### config.mk
export PLATFORM = sky130hd
export DESIGN_NAME = adc_conversion_control
export DESIGN_NICKNAME = d
export VERILOG_FILES = /design/src/hdl/adc_ctl_pkg.sv /design/src/hdl/adc_conversion_control.sv
export SDC_FILE = /design/constraint.sdc
export NUM_CORES = 1
export LEC_CHECK = 0
export BUFFER_PORTS_ARGS = -buffer_cell sky130_fd_sc_hd__buf_2
export CELL_PAD_IN_SITES_DETAIL_PLACEMENT = 0
export CELL_PAD_IN_SITES_GLOBAL_PLACEMENT = 1
export CORE_AREA = 4 4 78 80
export DETAILED_ROUTE_END_ITERATION = 10
export DIE_AREA = 0 0 82 84
export GPL_TIMING_DRIVEN = 0
export PLACE_DENSITY = 0.81
export SYNTH_ARGS = -nofsm -noshare
export SYNTH_HDL_FRONTEND = slang
export SYNTH_SLANG_ARGS = --single-unit
export TNS_END_PERCENT = 10
### constraint.sdc
create_clock -name mclk -period 2.4 [get_ports mclk]
set_input_delay 0.12 -clock mclk [delete_from_list [all_inputs] [get_ports mclk]]
set_output_delay 0.12 -clock mclk [all_outputs]
set_load 0.02 [all_outputs]
### src/hdl/adc_ctl_pkg.sv
package adc_ctl_pkg;
  // register address and power-on value
  localparam logic [7:0] CONV_CTRL_ADDR  = 8'hD8;
  localparam logic [7:0] CONV_CTRL_RESET = 8'h00;
  // bit positions inside the register
  localparam int         DONE_POS        = 7;
  localparam int         DMA_POS         = 6;
  localparam int         CONT_POS        = 5;
  localparam int         SINGLE_POS      = 4;
  localparam int         CHAN_MSB        = 3;
  // channel codes
  localparam logic [3:0] CHAN_EXT_LAST   = 4'h7;
  localparam logic [3:0] CHAN_TEMP       = 4'h8;
  localparam logic [3:0] CHAN_DAC0       = 4'h9;
  localparam logic [3:0] CHAN_DAC1       = 4'hA;
  localparam logic [3:0] CHAN_GND        = 4'hB;
  localparam logic [3:0] CHAN_REF        = 4'hC;
  localparam logic [3:0] CHAN_DMA_STOP   = 4'hF;
  // temperature channel least acquisition time
  localparam int         TEMP_ACQ_NS     = 1000;
  localparam int         CLK_PERIOD_NS   = 8;
  localparam int         TEMP_ACQ_CYC    = (TEMP_ACQ_NS + CLK_PERIOD_NS - 1) / CLK_PERIOD_NS;

  // special function register access from the core
  typedef struct packed {
    logic       wr;
    logic [7:0] addr;
    logic [7:0] wdata;
    logic       bit_wr;
    logic [2:0] bit_sel;
    logic       bit_val;
  } sfr_req_t;

  // request to the converter core
  typedef struct packed {
    logic       start;
    logic [3:0] chan;
  } conv_req_t;
endpackage : adc_ctl_pkg

### src/hdl/adc_conversion_control.sv
// Operation
// RULE_01 - done flag sets when a single conversion or a dma capture finishes
// RULE_02 - done flag clears on interrupt vectoring, otherwise software clears it
// RULE_03 - writing dma enable starts the prepared dma capture
// RULE_04 - address latch strobe is held off while dma enable is set
// RULE_05 - dma enable clears itself when the capture ends
// RULE_06 - continuous bit restarts a conversion as each one completes
// RULE_07 - single bit gives exactly one conversion, then clears itself
// RULE_08 - outside dma each conversion uses the channel select field
// RULE_09 - in dma the channel comes from the stored memory identifier
// RULE_10 - channel codes: 0-7 ext, 8 temp, 9/10 dacs, 11 gnd, 12 ref, 15 stop
// RULE_11 - temperature channel needs at least one microsecond acquisition
// RULE_12 - dac channels only used while the dac output buffer is on (not checked: no buffer input, codes 9/10 always convert)
// RULE_13 - the stop code in memory ends a dma capture
// RULE_14 - channel code fills the top four bits of the result high byte
module adc_conversion_control
  import adc_ctl_pkg::*;
(
  input  wire logic                   mclk,
  input  wire logic                   rst_n,
  input  wire adc_ctl_pkg::sfr_req_t  sfr_req,
  output logic [7:0]                  sfr_rdata,
  input  wire logic                   irq_vector_ack,
  input  wire logic                   conv_busy,
  input  wire logic                   conv_end,
  input  wire logic [11:0]            conv_result,
  input  wire logic                   dma_chan_valid,
  input  wire logic [3:0]             dma_chan_id,
  output adc_ctl_pkg::conv_req_t      conv_req,
  output logic [7:0]                  result_high_byte,
  output logic [7:0]                  result_low_byte,
  output logic                        conv_done_flag,
  output logic                        dma_active,
  output logic                        ale_enable,
  output logic                        chan_reserved,
  output logic                        temp_acq_min
);
  import adc_ctl_pkg::*;

  typedef enum logic [1:0] {IDLE, CONVERT, DMA_RUN} ctl_state_t;

  ctl_state_t state;
  ctl_state_t next_state;
  logic       dma_bit;
  logic       cont_bit;
  logic       single_bit;
  logic [3:0] chan_sel;
  logic       next_done;
  logic       next_dma;
  logic       next_cont;
  logic       next_single;
  logic [3:0] next_chan;
  logic [3:0] cur_chan;
  logic [3:0] next_cur_chan;
  logic       start_q;
  logic       next_start;
  logic [7:0] next_rh;
  logic [7:0] next_rl;
  logic [7:0] reg_wval;
  logic       reg_hit;

  // channel code that names a defined source or the dma stop code
  function automatic logic chan_valid(input logic [3:0] c);
    chan_valid = (c <= CHAN_REF) || (c == CHAN_DMA_STOP);
  endfunction : chan_valid

  // full or bit write value presented to the register
  always_comb
  begin
    reg_wval = {conv_done_flag, dma_bit, cont_bit, single_bit, chan_sel};
    reg_hit  = (sfr_req.wr || sfr_req.bit_wr) && (sfr_req.addr == CONV_CTRL_ADDR);
    if (sfr_req.wr)
    begin
      reg_wval = sfr_req.wdata;
    end
    else if (sfr_req.bit_wr)
    begin
      reg_wval[sfr_req.bit_sel] = sfr_req.bit_val;
    end
  end

  // register and sequencer next values
  always_comb
  begin
    next_state    = state;
    next_done     = conv_done_flag;
    next_dma      = dma_bit;
    next_cont     = cont_bit;
    next_single   = single_bit;
    next_chan     = chan_sel;
    next_cur_chan = cur_chan;
    next_start    = 1'b0;
    next_rh       = result_high_byte;
    next_rl       = result_low_byte;
    // RULE_02 software side of the clear
    if (reg_hit)
    begin
      next_done   = reg_wval[DONE_POS];
      next_dma    = reg_wval[DMA_POS];
      next_cont   = reg_wval[CONT_POS];
      next_single = reg_wval[SINGLE_POS];
      next_chan   = reg_wval[CHAN_MSB:0];
    end
    // RULE_02 cleared on vectoring
    if (irq_vector_ack)
    begin
      next_done = 1'b0;
    end
    case (state)
      IDLE:
      begin
        // RULE_03 dma start
        if (dma_bit)
        begin
          next_state = DMA_RUN;
        end
        // RULE_06 RULE_07 RULE_08 software start
        else if ((single_bit || cont_bit) && !conv_busy)
        begin
          next_start    = 1'b1;
          next_cur_chan = chan_sel;
          next_state    = CONVERT;
        end
      end
      CONVERT:
      begin
        if (conv_end)
        begin
          // RULE_14 tag result with channel
          next_rh    = {cur_chan, conv_result[11:8]};
          next_rl    = conv_result[7:0];
          next_state = IDLE;
          if (single_bit)
          begin
            // RULE_07 self clear, RULE_01 flag set
            next_single = 1'b0;
            next_done   = 1'b1;
          end
        end
      end
      DMA_RUN:
      begin
        if (conv_end)
        begin
          next_rh = {cur_chan, conv_result[11:8]};
          next_rl = conv_result[7:0];
        end
        // RULE_09 RULE_13 channel from memory, stop code ends capture
        if (dma_chan_valid && !conv_busy && !start_q)
        begin
          if (dma_chan_id == CHAN_DMA_STOP)
          begin
            // RULE_05 RULE_01 self clear and flag
            next_dma   = 1'b0;
            next_done  = 1'b1;
            next_state = IDLE;
          end
          else
          begin
            next_start    = 1'b1;
            next_cur_chan = dma_chan_id;
          end
        end
        else if (!dma_bit)
        begin
          next_state = IDLE;
        end
      end
      default:
      begin
        next_state = IDLE;
      end
    endcase
  end

  // registers
  always_ff @(posedge mclk)
  begin
    if (!rst_n)
    begin
      state            <= IDLE;
      conv_done_flag   <= CONV_CTRL_RESET[DONE_POS];
      dma_bit          <= CONV_CTRL_RESET[DMA_POS];
      cont_bit         <= CONV_CTRL_RESET[CONT_POS];
      single_bit       <= CONV_CTRL_RESET[SINGLE_POS];
      chan_sel         <= CONV_CTRL_RESET[CHAN_MSB:0];
      cur_chan         <= 4'h0;
      start_q          <= 1'b0;
      result_high_byte <= 8'h00;
      result_low_byte  <= 8'h00;
    end
    else
    begin
      state            <= next_state;
      conv_done_flag   <= next_done;
      dma_bit          <= next_dma;
      cont_bit         <= next_cont;
      single_bit       <= next_single;
      chan_sel         <= next_chan;
      cur_chan         <= next_cur_chan;
      start_q          <= next_start;
      result_high_byte <= next_rh;
      result_low_byte  <= next_rl;
    end
  end

  // outputs
  assign sfr_rdata     = (sfr_req.addr == CONV_CTRL_ADDR) ?
                         {conv_done_flag, dma_bit, cont_bit, single_bit, chan_sel} : 8'h00;
  assign conv_req.start = start_q;
  assign conv_req.chan  = cur_chan;
  assign dma_active     = (state == DMA_RUN);
  // RULE_04 strobe held off during dma
  assign ale_enable     = !dma_bit && (state != DMA_RUN);
  // RULE_10 decode flags
  assign chan_reserved  = !chan_valid(chan_sel);
  // RULE_11 acquisition hint for the temperature channel
  assign temp_acq_min   = (cur_chan == CHAN_TEMP);

  // elaboration check: the acquisition count must cover at least one cycle
  localparam int ACQ_CHECK = TEMP_ACQ_CYC;
  if (ACQ_CHECK < 1)
  begin : g_acq_check
    $error("temperature acquisition count below one cycle");
  end
endmodule : adc_conversion_control

# == After elaboration in Yosys (flattened, before gate mapping) ==
# Index checks and enable logic that the tools add are counted.
# word_totals
output_inout_bits,34
input_bits,44
register_bits,31
elab_cells,87
# classes
muxes,38
n_reduce_logical,21
eq_ne,15
order_cmp,3
# ops
cell,n
$mux 8,3
$mux 1,19
$mux 4,4
$eq 4x4->1 const B,3
$mux 2,6
$ne 2x2->1 const B,5
$bwmux 8,1
$eq 8x8->1 const B,1
$pmux 4 s2,1
$logic_and 1x1->1,6
$ne 3x2->1 const B,2
$pmux 2 s3,1
$reduce_and 5->1,1
$le 4x4->1 const B,1
$logic_not 1->1,4
$lt 3x4->1 const B,1
$pmux 1 s2,2
$reduce_and 2->1,2
$reduce_and 4->1,1
$reduce_bool 2->1,2
$demux 1 s3,1
$ge 3x1->1 const B,1
$logic_or 1x1->1,3
$ne 3x3->1 const B,1
other kinds (5),5

# == Logic depth before layout (Yosys ltp) ==
# depth
ltp_word,12
mapped_depth,7
depth_no_buf,6

# == Worst setup path after synthesis ==
# OpenSTA, ideal clock, no wires.
# synth_path
kind,reg-to-reg
start,reg state[0]
end,reg state[0]
slack_ns,0.504
stages_incl_launch_ff,8
arrival_ns,1.825
synth_period_minus_slack_ns,1.896
setup_time_ns,0.072
path_cell_list,dfxtp_1 -> inv_1 -> ha_1 -> buf_2 -> and4bb_2 -> and2_1 -> a211oi_1 -> mux2i_1
# synth_between
elab_chain_cells,3
word_cells_on_any_way,9
classes_between,eq/ne (6); mux (1); reduce/logical (2)
# synth_lines
element,line,text
start: declaration,adc_conversion_control.sv:42,ctl_state_t state;
start signal: assignment,adc_conversion_control.sv:194,state <= next_state;
$eq 2x2->1 *,-,
via dma_active,adc_conversion_control.sv:33,"output logic dma_active,"
$ne 3x2->1 (no line),-,
$reduce_and 4->1 (no line),-,
# The timed path passes the listed nets; every way through them passes the cells marked *.
# A chain may end at the register's enable or synchronous reset.

# == Final worst setup path ==
# layout_path
start,reg state[0]
end,reg state[1]
# layout_between
elab_chain_cells,3
word_cells_on_any_way,9
classes_between,eq/ne (6); mux (1); reduce/logical (2)
# layout_lines
element,line,text
$eq 2x2->1 (tied with other cells),adc_conversion_control.sv:109,case (state)
$ne 3x2->1 (no line) (tied with other cells),-,
$reduce_and 4->1 (no line),-,
# Several ways; a longest one is shown, not always the timed one.

==> metrics <==
Final Hold Fails=0; crit path time final=2.00 ns; sequential share of power=about 43%; Filler cells=592; Reg clk slew, reported paths=0.07 ns; placed cells=approximately 360; fin crit share=83.2%; startpoint types=register; Reg-to-Reg Start=state[0]; DR pass1 iterations=4; Synth top area share=approximately 36%; Yosys cell types=between 40 and 50; vias in the first global route=1,751; first-pass GRT wire length=7720 um; GRT Util Overall=14.0%; Worst Path Max Fanout=9; # DRC=0; Max-Cap Viols=0; Synth area leaders=dfxtp_1, nand2_1, a21oi_1; Syn Inst Count=approximately 210; row count=27; PwrDens=roughly 540 mW/mm2; dpl ws=around 0.4 ns; drt wl/cell=between 10 and 15 um; fin. max-slew vios=0; Clock Skew=around 0.0033 ns; hpwl dp=between 3000 and 4000 um; ys async rst share=0%; routability congestion estimate=roughly 0.78; switching power=about 0.00030 W; Hold-fix buffers, CTS=0; critical path class=reg -> reg; layout cell share with drive strength beyond 1=a little under a third; worst min-delay path class=in -> reg; Max Fclk=between 500 and 600 MHz; # clock sinks=31; Clock power frac=43.1%; most common cell after layout, fill and taps aside=buf_2; post_cts resized=0; post-route antenna net violation count=0; Sw Ratio=24.4%; status=finished clean; setup ws final=about 0.4 ns; Register Area=621 um2; Worst VDD drop=0.222 mV; setup TNS=0 ns; Req. time, crit path=~2.6 ns; Die Area=0.00689 mm2; port bufs=73; Final Non-Filler Cells=between 300 and 400; DIE HEIGHT=approximately 84 um; Root Buffer=clkbuf_8; main flop type after synthesis=dfxtp_1; Pint=around 0.00093 W; post-synthesis sequential area ratio=36.5%; Core ar.=about 0.0054 mm2; Area after DPL=approximately 0.0022 mm2; Post-Route WL=about 4700 um; TritonCTS clock tree=yes; # H-tree levels=2; Ports=78; starting density of the core=roughly a third; antenna violations before repair=0; die span in x=about 82 um; Post-synth EDFFs=0; Design Area, Final=between 0.002 and 0.0025 mm2; nets@finish=between 300 and 400; CTS Buf Count=5; most frequent cells in the layout=buf_2, nand2_1, dfxtp_1; # setup viols final=0; LEAKAGE=just under 1 nW; drt initial violations=34; CP Capture Type=register; final hold slack=0.0756 ns; later-pin clock latency in the skew report=~0.28 ns; min-delay src=conv_result[0]; syn_nets=approximately 260; RSZ-0062 raised after global routing=no; Via Count=between 1,500 and 2,000; post-CTS setup buffers=0; vias per inst=a little under 5; Layout area overhead=33.7%; worst relative slew slack=67.0%; largest net degree at the start of global routing=11; Crit path arrival time=between 2 and 2.5 ns; Clock Tree Buf Depth=2; ANT cells=0; Setup crit start=state[0]; GRT overflow=0; syn_area_per_cell=between 7 and 8 um2; warnings from Yosys=0; Synth Register Bits=31; area of the multi-input gates=987 um2; Gate power share=13.8%; Yosys top cell by area=dfxtp_1; Worst-Margin Slew=around 0.49 ns; Mapped Area=about 0.0017 mm2
[metrics by stage]
step	util [%]	power (W)
after global routing	42.1	0.00129
after floorplan	-	0.000643
after CTS	42.1	0.00125
after global placement	39.9	0.000711
after detailed placement	39.9	0.000712
final	42.1	0.00123
[path summary, 6_finish.rpt]
check	end	slack, ns	cells after the start
setup / recovery	state[1]	0.40	7
hold / removal	result_low_byte[0]	0.08	3
setup reg to reg	state[1]	0.40	7
hold reg to reg	result_low_byte[5]	0.45	2
[layer usage]
metal  part of all wire, %  track usage (%)  vias to the layer above
met2                    44             22.8                       72
li1                      -                -                      915
met5                     0                0                        -
met3                   9.3             4.54                        6
met1                    46             17.4                      790
met4                   1.1             4.08                        0
[power groups by stage]
stage / sequential (W) / clock [W] / combinational, W
final: 0.000530 / 0.000530 / 0.000169
after global placement: 0.000542 / 0 / 0.000169
after detailed placement: 0.000542 / 0 / 0.000170
after CTS: 0.000530 / 0.000552 / 0.000171
after floorplan: 0.000551 / 0 / 0.0000914
after global routing: 0.000531 / 0.000573 / 0.000189
[synth_stat cells, types with 3 or more instances]
library cell and count:
nor2b_1 5, inv_1 6, and2_1 10, a21oi_1 23, ha_1 3, nand3_1 3, nand2_1 47, dfxtp_1 31
a311oi_1 3, or3_1 4, mux2i_1 8, clkbuf_1 10, nand4b_1 5, o21ai_0 9, a21boi_0 4, nor3b_1 4
nor2_1 4
[worst max-delay path: stages (launching register included)]
cell and delay (ns):
dfxtp_1 0.37, inv_1 0.09, ha_1 0.21, buf_2 0.19, and4bb_2 0.26, and2_1 0.17, a211oi_1 0.40, mux2i_1 0.23
[registers in the layout, indices dropped and copies added, names as in the netlist]
name              cells
result_high_byte      8
result_low_byte       8
chan_sel              4
cur_chan              4
state                 2
cont_bit              1
conv_done_flag        1
dma_bit               1
single_bit            1
start_q               1
[final cells by class]
class,count,share of cell area (%)
flip-flops and latches,31,27.3
inverters,6,0.991
clock buffers,6,3.63
well taps,72,3.96
plain buffers,15,3.08
repair buffers,73,16.1
multi-input cells,162,43.4
clock inverters,2,1.54
[cell families after synthesis]
| group | after synthesis | synth area share (%) |
|---|---|---|
| DFF | 31 | 36.5 |
| adders and majority gates | 3 | 2.21 |
| AOI/OAI and AO/OA | 54 | 19.9 |
| buffers and inverters | 21 | 5.44 |
| and+or+nand+nor | 95 | 30.1 |
| muxes | 9 | 5.37 |
| xor gates and xnor gates | 1 | 0.515 |
Note: power is estimated with default switching activity, not from simulation.
